--- config.mk ---
export PLATFORM = sky130hd
export DESIGN_NAME = qa_watchdog_answer_evaluator
export DESIGN_NICKNAME = d
export VERILOG_FILES = /design/src/pkg/qa_wd_pkg.sv /design/src/pkg/qa_eval_if.sv /design/src/core/qa_tally.sv /design/src/core/qa_watchdog_answer_evaluator.sv
export SDC_FILE = /design/constraint.sdc
export NUM_CORES = 1
export LEC_CHECK = 0
export ABC_AREA = 1
export BUFFER_PORTS_ARGS = -buffer_cell sky130_fd_sc_hd__buf_2
export CAP_MARGIN = 20
export CORE_ASPECT_RATIO = 1.25
export CORE_MARGIN = 4
export CORE_UTILIZATION = 48
export CTS_BUF_LIST = sky130_fd_sc_hd__clkbuf_2 sky130_fd_sc_hd__clkbuf_4 sky130_fd_sc_hd__clkbuf_8
export DETAILED_ROUTE_END_ITERATION = 6
export PLACE_DENSITY = 0.82
export SYNTH_ARGS = -nofsm -noshare
export SYNTH_HDL_FRONTEND = slang
export SYNTH_SLANG_ARGS = --single-unit
--- constraint.sdc ---
create_clock -name mclk_i -period 3.55 [get_ports mclk_i]
set_clock_uncertainty 0.2 [all_clocks]
set_input_delay 0.5325 -clock mclk_i [delete_from_list [all_inputs] [get_ports mclk_i]]
set_output_delay 0.5325 -clock mclk_i [all_outputs]
set_load 0.005 [all_outputs]
--- src/pkg/qa_wd_pkg.sv ---
// Package: register map, field layout and constants of the answer evaluator
package qa_wd_pkg;

    // ------------------------------------------------------------
    // Register offsets (byte addresses)
    // ------------------------------------------------------------
    localparam logic [7:0] CTRL_OFS     = 8'h00;
    localparam logic [7:0] ANSWER_OFS   = 8'h04;
    localparam logic [7:0] QUESTION_OFS = 8'h08;
    localparam logic [7:0] IRQ_STAT_OFS = 8'h0c;
    localparam logic [7:0] IRQ_MASK_OFS = 8'h10;

    // ------------------------------------------------------------
    // Field positions
    // ------------------------------------------------------------
    localparam int MODE_BIT     = 0;
    localparam int QUESTION_LSB = 0;
    localparam int CNT_LSB      = 4;
    localparam int AERR_BIT     = 6;
    localparam int WERR_BIT     = 7;
    localparam int FAIL_LSB     = 8;
    localparam int IRQ_GOOD_BIT = 0;
    localparam int IRQ_FAIL_BIT = 1;

    // ------------------------------------------------------------
    // Counts and reset values
    // ------------------------------------------------------------
    localparam logic [2:0] ANSWERS_PER_CYCLE = 3'h4;
    localparam logic [2:0] GOOD_WIN1_CNT     = 3'h3;
    localparam logic [2:0] GOOD_WIN2_CNT     = 3'h1;
    localparam logic [3:0] FAIL_MAX          = 4'hf;
    localparam logic [3:0] FAIL_RST          = 4'h0;
    localparam logic       MODE_MULTI        = 1'b0;
    localparam logic       MODE_RST          = 1'b0;
    localparam logic [1:0] IRQ_RST           = 2'h0;

    // Outcome of one watchdog cycle
    typedef enum logic [1:0]
    {
        VD_NONE = 2'b00,
        VD_GOOD = 2'b01,
        VD_FAIL = 2'b10
    } verdict_t;

endpackage
--- src/pkg/qa_eval_if.sv ---
// Interface: answer events in, cycle verdict out, between bus side and tally
`timescale 1ns/1ns
interface qa_eval_if;
    logic                enable;      // Multi-answer mode active
    logic                ans_valid;   // One answer byte written
    logic                ans_correct; // That byte matched expectation
    logic                win2;        // Second response window open
    logic                win2_end;    // Second response window expires
    qa_wd_pkg::verdict_t verdict;     // Cycle outcome pulse
    logic                wrong;       // Cycle held an incorrect answer
    logic [1:0]          count;       // Answers in current cycle

    modport tally
    (
        input  enable, ans_valid, ans_correct, win2, win2_end,
        output verdict, wrong, count
    );
    modport ctrl
    (
        output enable, ans_valid, ans_correct, win2, win2_end,
        input  verdict, wrong, count
    );
endinterface

--- src/core/qa_tally.sv ---
// Answer tally: counts answers per window and decides the cycle outcome
`timescale 1ns/1ns
module qa_tally
(
    input  wire logic mclk_i,   // 20 MHz clock
    input  wire logic rst_b_i,  // Async reset, active low
    qa_eval_if.tally  ev        // Events and verdict
);

    logic [2:0]          w1_ff;
    logic [2:0]          w2_ff;
    logic                bad_ff;
    logic [1:0]          cnt_ff;
    qa_wd_pkg::verdict_t verdict_ff;
    logic                wrong_ff;
    logic [2:0]          nxt_w1;
    logic [2:0]          nxt_w2;
    logic                nxt_bad;
    logic [2:0]          total;
    logic                end_four;
    logic                end_win;

    // Saturation is not needed: a cycle closes at four answers
    function automatic logic [2:0] inc3(input logic [2:0] v, input logic b);
        inc3 = v + {2'b00, b};
    endfunction

    // Next tallies including the answer of this cycle
    always_comb
    begin
        nxt_w1   = inc3(w1_ff, ev.ans_valid & ~ev.win2);
        nxt_w2   = inc3(w2_ff, ev.ans_valid & ev.win2);
        nxt_bad  = bad_ff | (ev.ans_valid & ~ev.ans_correct);
        total    = nxt_w1 + nxt_w2;
        end_four = ev.ans_valid && (total == qa_wd_pkg::ANSWERS_PER_CYCLE);
        end_win  = ev.win2_end && !end_four;
    end

    // ------------------------------------------------------------
    // Cycle evaluation
    // ------------------------------------------------------------
    // The fourth answer wins over window end in the same cycle, so none is lost
    always_ff @(posedge mclk_i or negedge rst_b_i)
    begin
        if (!rst_b_i)
        begin
            w1_ff      <= 3'h0;
            w2_ff      <= 3'h0;
            bad_ff     <= 1'b0;
            cnt_ff     <= 2'h0;
            verdict_ff <= qa_wd_pkg::VD_NONE;
            wrong_ff   <= 1'b0;
        end
        else if (!ev.enable)
        begin
            w1_ff      <= 3'h0;
            w2_ff      <= 3'h0;
            bad_ff     <= 1'b0;
            cnt_ff     <= 2'h0;
            verdict_ff <= qa_wd_pkg::VD_NONE;
        end
        else if (end_four || end_win)
        begin
            w1_ff    <= 3'h0;
            w2_ff    <= 3'h0;
            bad_ff   <= 1'b0;
            cnt_ff   <= 2'h0;
            wrong_ff <= nxt_bad;
            // Only three then one, all correct, is good
            if (end_four && nxt_w1 == qa_wd_pkg::GOOD_WIN1_CNT
                && nxt_w2 == qa_wd_pkg::GOOD_WIN2_CNT && !nxt_bad)
                verdict_ff <= qa_wd_pkg::VD_GOOD;
            else
                verdict_ff <= qa_wd_pkg::VD_FAIL;
        end
        else
        begin
            w1_ff      <= nxt_w1;
            w2_ff      <= nxt_w2;
            bad_ff     <= nxt_bad;
            cnt_ff     <= total[1:0];
            verdict_ff <= qa_wd_pkg::VD_NONE;
        end
    end

    assign ev.verdict = verdict_ff;
    assign ev.wrong   = wrong_ff;
    assign ev.count   = cnt_ff;
endmodule

--- src/core/qa_watchdog_answer_evaluator.sv ---
// Question-and-answer watchdog evaluator: APB registers, flags, failure counter
// Notes on behaviour
// - Evaluation runs only while the answer mode select bit is zero.
// - Three correct then one correct: decrement, new question, clear both flags.
// - Any other sequence fails: increment counter, keep question.
// - After a failed cycle the same question is reused.
// - The fourth answer ends the cycle at once.
// - Under four answers at second window end: cycle ends and fails.
// - Four answers all in first window fail, watchdog error set.
// - One to three correct, none later: watchdog error only.
// - Early short count with extra correct late answers: watchdog error only.
// - Any incorrect answer sets answer error and watchdog error.
// - Three correct then a wrong fourth sets both flags, increments.
// - A two-bit answer count tracks answers, wrapping at the fourth.
// - Failure counter and answer error are readable in the question register.
`timescale 1ns/1ns
module qa_watchdog_answer_evaluator
(
    input  wire logic        mclk_i,         // 20 MHz clock
    input  wire logic        rst_b_i,        // Async reset, active low
    input  wire logic        psel_i,         // APB select
    input  wire logic        penable_i,      // APB access phase
    input  wire logic        pwrite_i,       // APB write
    input  wire logic [7:0]  paddr_i,        // APB byte address
    input  wire logic [31:0] pwdata_i,       // APB write data
    output logic      [31:0] prdata_o,       // APB read data
    output logic             pready_o,       // APB ready
    output logic             pslverr_o,      // APB error, unmapped
    input  wire logic [3:0]  question_i,     // Current question
    input  wire logic [7:0]  exp_answer_i,   // Expected byte for answer_count
    input  wire logic        win2_i,         // Second window open
    input  wire logic        win2_end_i,     // Second window end pulse
    output logic      [1:0]  answer_count_o, // Answers this cycle
    output logic             new_question_o, // Generate next question
    output logic             cycle_start_o,  // New watchdog cycle
    output logic      [3:0]  fail_count_o,   // Failure counter
    output logic             answer_error_o, // Answer error flag
    output logic             wd_error_o,     // Watchdog error flag
    output logic             irq_o           // Interrupt, level
);

    // ------------------------------------------------------------
    // Declarations
    // ------------------------------------------------------------
    qa_eval_if   ev();
    logic        mode_ff;
    logic [1:0]  irq_stat_ff;
    logic [1:0]  irq_mask_ff;
    logic [3:0]  fail_ff;
    logic        aerr_ff;
    logic        werr_ff;
    logic        newq_ff;
    logic        start_ff;
    logic        irq_ff;
    logic [31:0] prdata_ff;
    logic        pready_ff;
    logic        pslverr_ff;
    logic        setup;
    logic        wr_strobe;
    logic [1:0]  irq_set;
    logic [31:0] nxt_rdata;
    logic        nxt_err;

    function automatic logic is_mapped(input logic [7:0] a);
        is_mapped = (a == qa_wd_pkg::CTRL_OFS) || (a == qa_wd_pkg::ANSWER_OFS)
                 || (a == qa_wd_pkg::QUESTION_OFS) || (a == qa_wd_pkg::IRQ_STAT_OFS)
                 || (a == qa_wd_pkg::IRQ_MASK_OFS);
    endfunction

    // Bus phases; writes land at the access edge with ready high
    assign setup     = psel_i && !penable_i;
    assign wr_strobe = psel_i && penable_i && pready_ff && pwrite_i;

    // ------------------------------------------------------------
    // Tally connection
    // ------------------------------------------------------------
    // Answers written in the other mode are dropped entirely
    assign ev.enable      = (mode_ff == qa_wd_pkg::MODE_MULTI);
    assign ev.ans_valid   = wr_strobe && (paddr_i == qa_wd_pkg::ANSWER_OFS)
                            && ev.enable;
    assign ev.ans_correct = (pwdata_i[7:0] == exp_answer_i);
    assign ev.win2        = win2_i;
    assign ev.win2_end    = win2_end_i;

    qa_tally u_tally
    (
        .mclk_i  (mclk_i),
        .rst_b_i (rst_b_i),
        .ev      (ev)
    );

    // ------------------------------------------------------------
    // Control registers
    // ------------------------------------------------------------
    // Mode and mask written by software
    always_ff @(posedge mclk_i or negedge rst_b_i)
    begin
        if (!rst_b_i)
        begin
            mode_ff     <= qa_wd_pkg::MODE_RST;
            irq_mask_ff <= qa_wd_pkg::IRQ_RST;
        end
        else if (wr_strobe)
        begin
            if (paddr_i == qa_wd_pkg::CTRL_OFS)
                mode_ff <= pwdata_i[qa_wd_pkg::MODE_BIT];
            else if (paddr_i == qa_wd_pkg::IRQ_MASK_OFS)
                irq_mask_ff <= pwdata_i[1:0];
        end
    end

    // ------------------------------------------------------------
    // Failure counter
    // ------------------------------------------------------------
    // Saturates both ways so a stuck host cannot wrap it
    always_ff @(posedge mclk_i or negedge rst_b_i)
    begin
        if (!rst_b_i)
            fail_ff <= qa_wd_pkg::FAIL_RST;
        else if (ev.verdict == qa_wd_pkg::VD_GOOD && fail_ff != qa_wd_pkg::FAIL_RST)
            fail_ff <= fail_ff - 4'h1;
        else if (ev.verdict == qa_wd_pkg::VD_FAIL && fail_ff != qa_wd_pkg::FAIL_MAX)
            fail_ff <= fail_ff + 4'h1;
    end

    // ------------------------------------------------------------
    // Status flags
    // ------------------------------------------------------------
    // Both flags reflect the outcome of the last finished cycle
    always_ff @(posedge mclk_i or negedge rst_b_i)
    begin
        if (!rst_b_i)
        begin
            aerr_ff <= 1'b0;
            werr_ff <= 1'b0;
        end
        else if (ev.verdict == qa_wd_pkg::VD_GOOD)
        begin
            aerr_ff <= 1'b0;
            werr_ff <= 1'b0;
        end
        else if (ev.verdict == qa_wd_pkg::VD_FAIL)
        begin
            aerr_ff <= ev.wrong;
            werr_ff <= 1'b1;
        end
    end

    // ------------------------------------------------------------
    // Cycle sequencing pulses
    // ------------------------------------------------------------
    // A new question only after a good cycle; failures keep the old one
    always_ff @(posedge mclk_i or negedge rst_b_i)
    begin
        if (!rst_b_i)
        begin
            newq_ff  <= 1'b0;
            start_ff <= 1'b0;
        end
        else
        begin
            newq_ff  <= (ev.verdict == qa_wd_pkg::VD_GOOD);
            start_ff <= (ev.verdict != qa_wd_pkg::VD_NONE);
        end
    end

    // ------------------------------------------------------------
    // Interrupts
    // ------------------------------------------------------------
    // Set beats a write-one clear in the same cycle
    assign irq_set = {ev.verdict == qa_wd_pkg::VD_FAIL, ev.verdict == qa_wd_pkg::VD_GOOD};

    always_ff @(posedge mclk_i or negedge rst_b_i)
    begin
        if (!rst_b_i)
            irq_stat_ff <= qa_wd_pkg::IRQ_RST;
        else if (wr_strobe && paddr_i == qa_wd_pkg::IRQ_STAT_OFS)
            irq_stat_ff <= (irq_stat_ff & ~pwdata_i[1:0]) | irq_set;
        else
            irq_stat_ff <= irq_stat_ff | irq_set;
    end

    // Registered one cycle behind the status bits
    always_ff @(posedge mclk_i or negedge rst_b_i)
    begin
        if (!rst_b_i)
            irq_ff <= 1'b0;
        else
            irq_ff <= |(irq_stat_ff & irq_mask_ff);
    end

    // ------------------------------------------------------------
    // Read path
    // ------------------------------------------------------------
    // Read data captured at setup, so ready can come from a flop
    always_comb
    begin
        nxt_rdata = 32'h0;
        nxt_err   = !is_mapped(paddr_i);
        if (paddr_i == qa_wd_pkg::CTRL_OFS)
            nxt_rdata[qa_wd_pkg::MODE_BIT] = mode_ff;
        else if (paddr_i == qa_wd_pkg::QUESTION_OFS)
        begin
            nxt_rdata[qa_wd_pkg::QUESTION_LSB +: 4] = question_i;
            nxt_rdata[qa_wd_pkg::CNT_LSB +: 2]      = ev.count;
            nxt_rdata[qa_wd_pkg::AERR_BIT]          = aerr_ff;
            nxt_rdata[qa_wd_pkg::WERR_BIT]          = werr_ff;
            nxt_rdata[qa_wd_pkg::FAIL_LSB +: 4]     = fail_ff;
        end
        else if (paddr_i == qa_wd_pkg::IRQ_STAT_OFS)
            nxt_rdata[1:0] = irq_stat_ff;
        else if (paddr_i == qa_wd_pkg::IRQ_MASK_OFS)
            nxt_rdata[1:0] = irq_mask_ff;
    end

    // One wait-free access phase: ready rises the cycle after setup
    always_ff @(posedge mclk_i or negedge rst_b_i)
    begin
        if (!rst_b_i)
        begin
            prdata_ff  <= 32'h0;
            pready_ff  <= 1'b0;
            pslverr_ff <= 1'b0;
        end
        else
        begin
            pready_ff  <= setup;
            pslverr_ff <= setup && nxt_err;
            if (setup && !pwrite_i)
                prdata_ff <= nxt_rdata;
        end
    end

    // ------------------------------------------------------------
    // Outputs
    // ------------------------------------------------------------
    assign prdata_o       = prdata_ff;
    assign pready_o       = pready_ff;
    assign pslverr_o      = pslverr_ff;
    assign answer_count_o = ev.count;
    assign new_question_o = newq_ff;
    assign cycle_start_o  = start_ff;
    assign fail_count_o   = fail_ff;
    assign answer_error_o = aerr_ff;
    assign wd_error_o     = werr_ff;
    assign irq_o          = irq_ff;
endmodule

==> results of run 1 <==
path summary, 6_finish.rpt:
path | from | to | slack (ns) | cells past startpoint
setup / recovery | mode_ff | u_tally.ev.count[1] | 0.62 | 14
hold / removal | rst_b_i | prdata_o[9] | 0.14 | 1
setup reg to reg | mode_ff | u_tally.ev.count[1] | 0.62 | 14
hold reg to reg | prdata_o[5] | prdata_o[5] | 0.28 | 2
max in group asynchronous | rst_b_i | prdata_o[1] | 2.47 | 1
min in group mclk_i | penable_i | pready_o | 0.21 | 2
report_power, final:
group / switching [W] / total (W) / internal [W]
Clock: 0.000166 / 0.000517 / 0.000352
Combinational: 0.000115 / 0.000204 / 0.0000883
Sequential: 0.0000287 / 0.000511 / 0.000483
Total: 0.000310 / 0.00123 / 0.000923
cell usage in the layout, fill, tap and decap left out, types with 4 or more instances in the layout:
master / instances
dfrtp_1: 40
o21ai_0: 12
nor2_1: 20
xnor2_1: 9
nand2_1: 70
inv_1: 37
buf_2: 59
nand4_1: 4
nand3_1: 16
clkbuf_8: 5
ha_1: 10
a21oi_1: 5
conb_1: 20
cell families (layout without fill, tap and decap cells):
logic type / count (synthesis) / in the layout / synth area share
compound gates: 22 / 22 / 0.05407
xor+xnor: 11 / 11 / 0.04292
fa+ha+maj: 12 / 12 / 0.07358
buf+inv: 62 / 107 / 0.1382
flops: 40 / 40 / 0.4459
other cells: 1 / 20 / 0.001671
simple gates: 124 / 124 / 0.2436
cell type report:
type / count / area, µm² / share of cell area
inverter: 40 / 150.1 / 0.05597
tap: 58 / 72.57 / 0.02705
clock inverter: 3 / 90.09 / 0.03358
multi-input combinational: 189 / 1005 / 0.3745
clock buffer: 5 / 68.82 / 0.02565
sequential: 40 / 1001 / 0.3731
timing repair buffer: 59 / 295.3 / 0.1101
sequential cells by signal, indices dropped and copies added, names as in the netlist:
name	count
u_tally.w2_ff	3
u_tally.ev.wrong	1
u_tally.bad_ff	1
cycle_start_o	1
irq_stat_ff	2
pslverr_o	1
irq_mask_ff	2
mode_ff	1
prdata_o	12
u_tally.ev.verdict	2
new_question_o	1
irq_o	1
fail_count_o	4
u_tally.w1_ff	3
u_tally.ev.count	2
pready_o	1
answer_error_o	1
wd_error_o	1
worst register-to-register path, stage by stage, from the launching register on:
cell and delay (ns):
dfrtp_1 0.38, inv_1 0.16, nand3_1 0.10, nor2_1 0.11, nand2_1 0.15, nor2_1 0.14
ha_1 0.27, ha_1 0.21, inv_1 0.07, fa_1 0.44, nand2_1 0.10, nor2_2 0.05
nand3_1 0.10, nand3_2 0.19, nor2_1 0.19
stage by stage:
step                      area (µm²)  std cells  utilization  worst slack (ns)  hold WS [ns]
after floorplan                 2316        291            -            0.8037       0.03691
after global placement          2524        386       0.5659            0.4265        0.2577
after detailed placement        2524        386       0.5659            0.3249        0.2604
after CTS                       2683        394       0.6016            0.6029        0.1667
after global routing            2683        394       0.6016            0.3672        0.2011
final                           2683        394       0.6016            0.6154        0.1389
per-layer routing:
metal  wire length, µm  up-vias  track usage
met4               107        0      0.07993
met3               326       10      0.04431
met5                 0        -            0
li1                  -      932            -
met1              1656      854       0.1547
met2              2269       68       0.2891
==> run metrics, run 1 <==
final total power=0.001232 W; DP HPWL=3.494 mm; Least-Margin Pin Slew=0.8579 ns; largest net degree at the start of global routing=41; Syn-to-layout area delta=19.51%; clock buffer count from CTS=5; share of the synthesized area in the top cell type=0.4459; grt total ovfl=0; initial antenna violation count=0; top-count cell post-synth=nand2_1; post-CTS setup buffers=0; Syn Std Cell Area=2245 µm²; ys flop type=dfrtp_1; clock sink count=40; crit path max fanout=9; Peak supply drop=214.6 µV; initial DRC count=48; Critical Path RT=3.56 ns; Pleak=1.528 nW; Async SR Flop Fraction=1.000; # rows=27; total number of vias=1864; slew margin rel.=0.4281; post-synthesis sequential area ratio=0.4459; slowest stage delay, CP=0.44 ns; most frequent cell on the critical path=nor2_1; cells after synthesis=272; layout cells sized above 1=0.2321; Arrival @ worst endpoint=2.95 ns; post_cts resized=0; CTS tree=done; Crit path max-delay family=simple AND/OR/NAND/NOR gates; Post-Route WL=4.360 mm; RSZ-0062 raised after global routing=false; Die Ht=84.46 µm; Setup TNS=0 ns; Post-DRT Antenna Nets=0; clk slew on worst S/H paths=0.08 ns; Synth cell types=29; area leader, netlist=dfrtp_1; WP buf/inv=2; hold_buf cts=0; worst hold-check path type=input pin to async pin; crit path kind=flip-flop to flip-flop; number of global-route vias before repair=1814; root buffer cell=clkbuf_8; Slew Viols, Final=0; Starting Density=0.5034; Placer Congestion=0.9159; core footprint=4459 µm²; nature of the critical path endpoint=flip-flop; Area contributors post-synth=dfrtp_1 45%, nand2_1 12%, buf_4 6.7%; Max-Cap Viols=0; Top Ports=104; Via density=4.731; EDFF count, synth=0; yosys warns=0; status=complete, no violations; Hold Vio Cnt, Final=0; wire per inst=11.07 µm; Synth Register Bits=40; GRT Total Usage=0.1553; global-route wire length before repair=7.348 mm; synthesized area per cell=8.252 µm²; Die Wd=69.17 µm; IO Port Bufs=59; PD cells=459.4 nW/µm²; fin crit share=0.8267; Max Root-Sink Buffers=2; minimum clock period=2.935 ns; die area=5841 µm²; crit-path cells=inv_1 > nand3_1 > nor2_1 > nand2_1 > nor2_1 > ha_1 > ha_1 > inv_1 > fa_1 > nand2_1 > nor2_2 > nand3_1 > nand3_2 > nor2_1; Antenna Cells=0; fmax=340.8 MHz; htree depth=2; Final setup viols=0; Startpoint Class=flip-flop; Pre-antenna DRT Iters=6; top cells by count, synth=70 x nand2_1, 40 x dfrtp_1, 37 x inv_1, 20 x buf_4, 20 x nor2_1; FILL cells=420; Slowest-stage cell, CP=fa_1; DRC violations left=0; clk_lat worst skew=0.30 ns; nets=406
Note: power is estimated with default switching activity, not from simulation.
==> run 2: changes to the inputs <==
- ABC_AREA: 1 -> 0
- CORE_UTILIZATION: 48 -> 43
- PLACE_DENSITY: 0.82 -> 0.78
- clock period: 3.55 -> 2.3 ns (I/O delays scaled with it)
==> run 2 against run 1 <==
The run now ends with setup timing left. Die area is 9.3% higher. Wire length grew 18%. Global-route usage grew 1.2 points. Sequential share of layout area down 4.1 points. Utilization down 0.35 points. Cell count decreased by 10%. Highest routed layer unchanged. Combinational power rose by 110%. Setup slack lost 1.4 ns. Flip-flop and latch count unchanged. Critical path type unchanged. Register-to-register slack worse by 1.4 ns.
==> run metrics, run 2 <==
GR Layer Usage met2=0.2709 (was 0.2891); initial antenna violation count=0 (unchanged); DRC violations left=0 (unchanged); Crit path max-delay family=simple AND/OR/NAND/NOR gates (unchanged); placed inst area=2744 µm² (was 2524 µm²); top-count cell post-synth=dfrtp_1 (was nand2_1); Top Ports=104 (unchanged); Pre-antenna DRT Iters=4 (was 6); Pleak=1.544 nW (was 1.528 nW); crit path kind=flip-flop to flip-flop (unchanged); Starting Density=0.4403 (was 0.5034); total number of vias=1780 (was 1864); number of global-route vias before repair=1690 (was 1814); met3 usage=0.03295 (was 0.04431); Max Root-Sink Buffers=2 (unchanged); design area=3017 µm² (was 2683 µm²); RSZ-0062 raised after global routing=true (was false); WP buf/inv=1 (was 2); crit-path cells=or4b_4 > nor4_4 > nor2b_1 > ha_1 > ha_4 > inv_2 > fa_2 > nor2b_4 > nand3_2 > o31a_1 (was inv_1 > nand3_1 > nor2_1 > nand2_1 > nor2_1 > ha_1 > ha_1 > inv_1 > fa_1 > nand2_1 > nor2_2 > nand3_1 > nand3_2 > nor2_1); final worst setup slack=-0.7938 ns (was 0.6154 ns); Die Ht=88.35 µm (was 84.46 µm); cells after synthesis=201 (was 272); Startpoint Class=flip-flop (unchanged); Least-Margin Pin Slew=0.5272 ns (was 0.8579 ns); Max-Cap Viols=0 (unchanged); met1 usage=0.2161 (was 0.1547); Setup TNS=-7.519 ns (was 0 ns); clock sink count=40 (unchanged); leading cell type in the layout, fill and taps excluded=buf_2 (was nand2_1); Syn-to-layout area delta=35.83% (was 19.51%); Post-DRT Antenna Nets=0 (unchanged); Placer Congestion=0.8420 (was 0.9159); Arrival @ worst endpoint=3.06 ns (was 2.95 ns); nets=362 (was 406); min-delay src=penable_i; DP HPWL=3.949 mm (was 3.494 mm); most frequent cells in the layout=59 x buf_2, 39 x dfrtp_1, 27 x buf_4 (was 70 x nand2_1, 59 x buf_2, 40 x dfrtp_1); Antenna Cells=0 (unchanged); synthesized area per cell=11.05 µm² (was 8.252 µm²); wire per inst=14.56 µm (was 11.07 µm); Via density=5.028 (was 4.731); clk_lat worst skew=0.29 ns (was 0.30 ns); CTS tree=done (unchanged); status=finished with violations (was complete, no violations); core footprint=5044 µm² (was 4459 µm²); FILL cells=424 (was 420); Syn Std Cell Area=2221 µm² (was 2245 µm²); start point of the critical path=mode_ff (unchanged); IO Port Bufs=59 (unchanged); largest net degree at the start of global routing=25 (was 41); Critical Path RT=2.27 ns (was 3.56 ns); layout cells sized above 1=0.4452 (was 0.2321); yosys warns=0 (unchanged); Slew Viols, Final=0 (unchanged); crit path max fanout=4 (was 9); # rows=29 (was 27); clock buffer count from CTS=5 (unchanged); fin crit share=1.345 (was 0.8267); Post-Route WL=5.154 mm (was 4.360 mm); post-synthesis sequential area ratio=0.4507 (was 0.4459); grt peak-use layer=met2 (unchanged); Core Util, Final=0.5981 (was 0.6016); slew margin rel.=0.6453 (was 0.4281); Async SR Flop Fraction=1.000 (unchanged); GRT Total Usage=0.1675 (was 0.1553); EDFF count, synth=0 (unchanged); PD cells=664.3 nW/µm² (was 459.4 nW/µm²); clk slew on worst S/H paths=0.08 ns (about the same); fmax=323.2 MHz (was 340.8 MHz); die area=6386 µm² (was 5841 µm²); area leader, netlist=dfrtp_1 (unchanged); global-route wire length before repair=8.183 mm (was 7.348 mm); Die Wd=72.28 µm (was 69.17 µm); slowest stage delay, CP=0.53 ns (was 0.44 ns); Synth cell types=47 (was 29); max reg flops=12 (unchanged); Synth Register Bits=40 (unchanged); top cells by count, synth=40 x dfrtp_1, 21 x buf_4, 16 x inv_1, 11 x a22o_1, 11 x xnor2_1 (was 70 x nand2_1, 40 x dfrtp_1, 37 x inv_1, 20 x buf_4, 20 x nor2_1); failing checks=setup timing; htree depth=2 (unchanged); Final setup viols=12 (was 0); share of the synthesized area in the top cell type=0.4507 (was 0.4459); nature of the critical path endpoint=flip-flop (unchanged); reg2reg start=mode_ff (unchanged); Hold Vio Cnt, Final=0 (unchanged); minimum clock period=3.094 ns (was 2.935 ns); worst hold-check path type=input pin to flip-flop (was input pin to async pin); initial DRC count=120 (was 48); Peak supply drop=264.1 µV (was 214.6 µV); ys flop type=dfrtp_1 (unchanged); root buffer cell=clkbuf_8 (unchanged); Area contributors post-synth=dfrtp_1 45%, buf_4 7.1%, ha_1 5.6% (was dfrtp_1 45%, nand2_1 12%, buf_4 6.7%); grt total ovfl=0 (unchanged); Slowest-stage cell, CP=fa_2 (was fa_1)
## run 2: final timing paths
kind	endpoint	slack [ns]	cells after the start
hold / removal	pready_o	0.06	2
min in group asynchronous	u_tally.ev.wrong	0.33	2
setup / recovery	u_tally.ev.verdict[1]	-0.79	10
hold reg to reg	prdata_o[1]	0.30	2
setup reg to reg	u_tally.ev.verdict[1]	-0.79	10
max in group asynchronous	prdata_o[7]	1.09	3
## run 2: logic make-up (layout without fill, tap and decap cells)
group / Yosys count / count (layout) / share of synthesized area
buffers and inverters: 41 / 113 / 0.1054
flip-flops: 40 / 40 / 0.4507
multiplexers: 9 / 9 / 0.04338
AND/OR/NAND/NOR: 53 / 53 / 0.1561
other: 1 / 20 / 0.001689
XOR/XNOR: 13 / 13 / 0.05746
AO/OA/AOI/OAI: 32 / 32 / 0.1110
adder cells (fa/ha/maj): 12 / 12 / 0.07437
## run 2: what timing repair did
action / 4_1_cts / 5_1_grt
endpoints found under the hold margin: 16 / 0
resized for setup: 14 / 4
setup buffers: 2 / 2
hold buffers: 1 / 0
pin swaps: 7 / 2
endpoints found under the setup margin: 12 / 12
## run 2: metrics by stage
stage,setup WS [ns],total power (W),std cells,hold slack (ns)
6_report,-0.7938,0.002004,354,0.05895
5_1_grt,-0.9324,0.002105,354,0.06330
4_1_cts,-0.7748,0.002027,352,0.04452
3_5_place_dp,-1.096,0.001227,341,0.1154
3_3_place_gp,-0.9841,0.001210,341,0.1038
2_1_floorplan,-0.8832,0.001053,220,-0.1506
## run 2: layout make-up
type,instances,area [µm²],share of cell area
Clock buffer,5,68.82,0.02281
Clock inverter,3,90.09,0.02986
Inverter,17,63.81,0.02115
Multi-Input combinational cell,139,1186,0.3932
Sequential cell,40,1002,0.3322
Tap cell,62,77.57,0.02572
Timing Repair Buffer,88,528.0,0.1750
## run 2: where the power goes
group	total (W)	leakage (nW)	switching (W)	internal, W
Clock	0.000792	0.0784	0.000249	0.000543
Sequential	0.000789	0.530	0.0000402	0.000749
Combinational	0.000424	0.936	0.000221	0.000203
Total	0.00200	1.54	0.000510	0.00149
## run 2: metal layers
layer  share of wire  vias up
li1                -      842
met1            0.41      846
met2            0.49       80
met3           0.074       12
met4           0.026        0
met5               0        -
==> run 3: changes to the inputs <==
- ABC_AREA: 0 -> unset
- MAX_ROUTING_LAYER: unset -> met4
==> run 3 against run 2 <==
Non-clock buffer count stayed put. Worst hold slack better by 0.0015 ns. Critical path type unchanged. The run still ends with setup timing left. Sequential share of layout area stayed put. Critical endpoint unchanged. Via count is 0.11% higher. Fmax hardly changed. First-iteration DRC count is 8.3% higher. Sequential power hardly changed. Utilization stayed put. Critical path depth stayed put. Register-to-register slack hardly changed. Combinational power hardly changed. Clock power hardly changed.
==> run metrics, run 3 (synthesis gave the netlist of run 2 again) <==
Top Ports=104 (unchanged); switching pwr=0.0005099 W (was 0.0005100 W); placed cell count=341 (unchanged); crit path max fanout=4 (unchanged); Worst Hold Depth=2 (unchanged); clock sink count=40 (unchanged); reg2reg setup slack=-0.80 ns (was -0.79 ns); final total power=0.002004 W (about the same); initial antenna violation count=0 (unchanged); PD cells=664.3 nW/µm² (about the same); Max-Cap Viols=0 (unchanged); final hold slack=0.06046 ns (was 0.05895 ns); htree depth=2 (unchanged); Reg power frac=0.394 (about the same); worst hold-check path type=input pin to flip-flop (unchanged); Comb pwr share=0.211 (about the same); Antenna Cells=0 (unchanged); grt total ovfl=0 (unchanged); nature of the critical path endpoint=flip-flop (unchanged); clock buffer count from CTS=5 (unchanged); reg-to-reg endpoint=u_tally.ev.verdict[1] (unchanged); global-route wire length before repair=8.183 mm (unchanged); Placer Congestion=0.8550 (was 0.8420); Syn-to-layout area delta=35.83% (unchanged); crit path kind=flip-flop to flip-flop (unchanged); Clock Power Share=0.395 (about the same); Starting Density=0.4403 (unchanged); largest net degree at the start of global routing=25 (unchanged); Peak supply drop=264.0 µV (was 264.1 µV); internal power=0.001494 W (about the same); Least-Margin Pin Slew=0.5229 ns (was 0.5272 ns); design area=3017 µm² (unchanged); placed inst area=2744 µm² (unchanged); Pleak=1.544 nW (unchanged); Setup TNS=-7.528 ns (was -7.519 ns); minimum clock period=3.097 ns (was 3.094 ns); clk_lat worst skew=0.29 ns (about the same); Via density=5.034 (was 5.028); Die Ht=88.35 µm (unchanged); Hold Vio Cnt, Final=0 (unchanged); most frequent cells in the layout=59 x buf_2, 39 x dfrtp_1, 27 x buf_4 (unchanged); IO Port Bufs=59 (unchanged); Max Root-Sink Buffers=2 (unchanged); Sw Ratio=0.2544 (was 0.2545); Final setup viols=12 (unchanged); FILL cells=424 (unchanged); failing checks=setup timing (unchanged); root buffer cell=clkbuf_8 (unchanged); Arrival @ worst endpoint=3.07 ns (was 3.06 ns); wire per inst=14.54 µm (was 14.56 µm); number of global-route vias before repair=1698 (was 1690); # rows=29 (unchanged); leading cell type in the layout, fill and taps excluded=buf_2 (unchanged); fmax=322.9 MHz (was 323.2 MHz); GRT Total Usage=0.1729 (was 0.1675); slew margin rel.=0.6482 (was 0.6453); Post-Route WL=5.146 mm (was 5.154 mm); Critical Path RT=2.27 ns (about the same); Die Wd=72.28 µm (unchanged); initial DRC count=130 (was 120); reg2reg start=mode_ff (unchanged); fin crit share=1.346 (was 1.345); status=finished with violations (unchanged); DP HPWL=3.949 mm (unchanged); DRC violations left=0 (unchanged); nets=362 (unchanged); r2r worst-path depth=10 (unchanged); layout cells sized above 1=0.4452 (unchanged); Pre-antenna DRT Iters=4 (unchanged); clk slew on worst S/H paths=0.08 ns (about the same); Startpoint Class=flip-flop (unchanged); Hold EP=pready_o (unchanged); Post-DRT Antenna Nets=0 (unchanged); die area=6386 µm² (unchanged); Slew Viols, Final=0 (unchanged); fin cells=354 (unchanged); RSZ-0062 raised after global routing=true (unchanged); final worst setup slack=-0.7965 ns (was -0.7938 ns); max reg flops=12 (unchanged); total number of vias=1782 (was 1780); CTS tree=done (unchanged); min-delay src=penable_i (unchanged); core footprint=5044 µm² (unchanged)
==> run 3: cell counts in the layout (fill, tap and decap cells not counted) <==
Identical to the previous run, type by type.
==> run 3: worst max-delay path by stage <==
stage	depth (start not counted)	from	end
2_1_floorplan	10	paddr_i[0]	u_tally.ev.wrong
3_3_place_gp	11	paddr_i[0]	u_tally.bad_ff
3_5_place_dp	11	paddr_i[0]	u_tally.ev.verdict[1]
4_1_cts	10	mode_ff	u_tally.ev.verdict[1]
5_1_grt	10	mode_ff	u_tally.ev.verdict[1]
6_report	10	mode_ff	u_tally.ev.verdict[1]
==> run 3: worst max-delay path, stage by stage (launching register included) <==
cell,delay [ns]
dfrtp_1,0.38
or4b_4,0.50
nor4_4,0.20
and2_1,0.21
ha_4,0.15
ha_4,0.13
inv_2,0.04
fa_2,0.56
nor2b_4,0.21
nand3_2,0.10
o31a_1,0.30
==> run 3: layer usage <==
metal | vias up | global-route usage | wire length (µm)
li1 | 845 | - | -
met1 | 845 | 0.2197 | 2104
met2 | 80 | 0.2701 | 2539
met3 | 12 | 0.02955 | 365
met4 | 0 | 0.07692 | 136
met5 | - | - | 0
==> run 3: power groups by stage <==
stage          clock network (W)  registers (W)  logic [W]
2_1_floorplan                  0       0.000829   0.000224
3_3_place_gp                   0       0.000801   0.000409
3_5_place_dp                   0       0.000804   0.000424
4_1_cts                 0.000811       0.000789   0.000427
5_1_grt                 0.000835       0.000797   0.000474
6_report                0.000791       0.000789   0.000424
==> run 3: per-stage QoR <==
stage,setup slack [ns],util
2_1_floorplan,-0.8832,-
3_3_place_gp,-0.9841,0.5440
3_5_place_dp,-1.096,0.5440
4_1_cts,-0.7748,0.5927
5_1_grt,-0.9322,0.5981
6_report,-0.7965,0.5981
==> run 3: final cells by class <==
| type | count | area [µm²] | share of cell area |
|---|---|---|---|
| Clock buffer | 5 | 68.82 | 0.02281 |
| Clock inverter | 3 | 90.09 | 0.02986 |
| Inverter | 17 | 63.81 | 0.02115 |
| Multi-Input combinational cell | 139 | 1186 | 0.3932 |
| Sequential cell | 40 | 1002 | 0.3322 |
| Tap cell | 62 | 77.57 | 0.02572 |
| Timing Repair Buffer | 88 | 528.0 | 0.1750 |
==> run 3: what timing repair did <==
action                                  in CTS  in global routing
hold buffers                                 1                  0
resized for setup                           14                  4
pin swaps                                    7                  2
endpoints found under the hold margin       16                  0
endpoints found under the setup margin      12                 12
buffers inserted                             2                  2
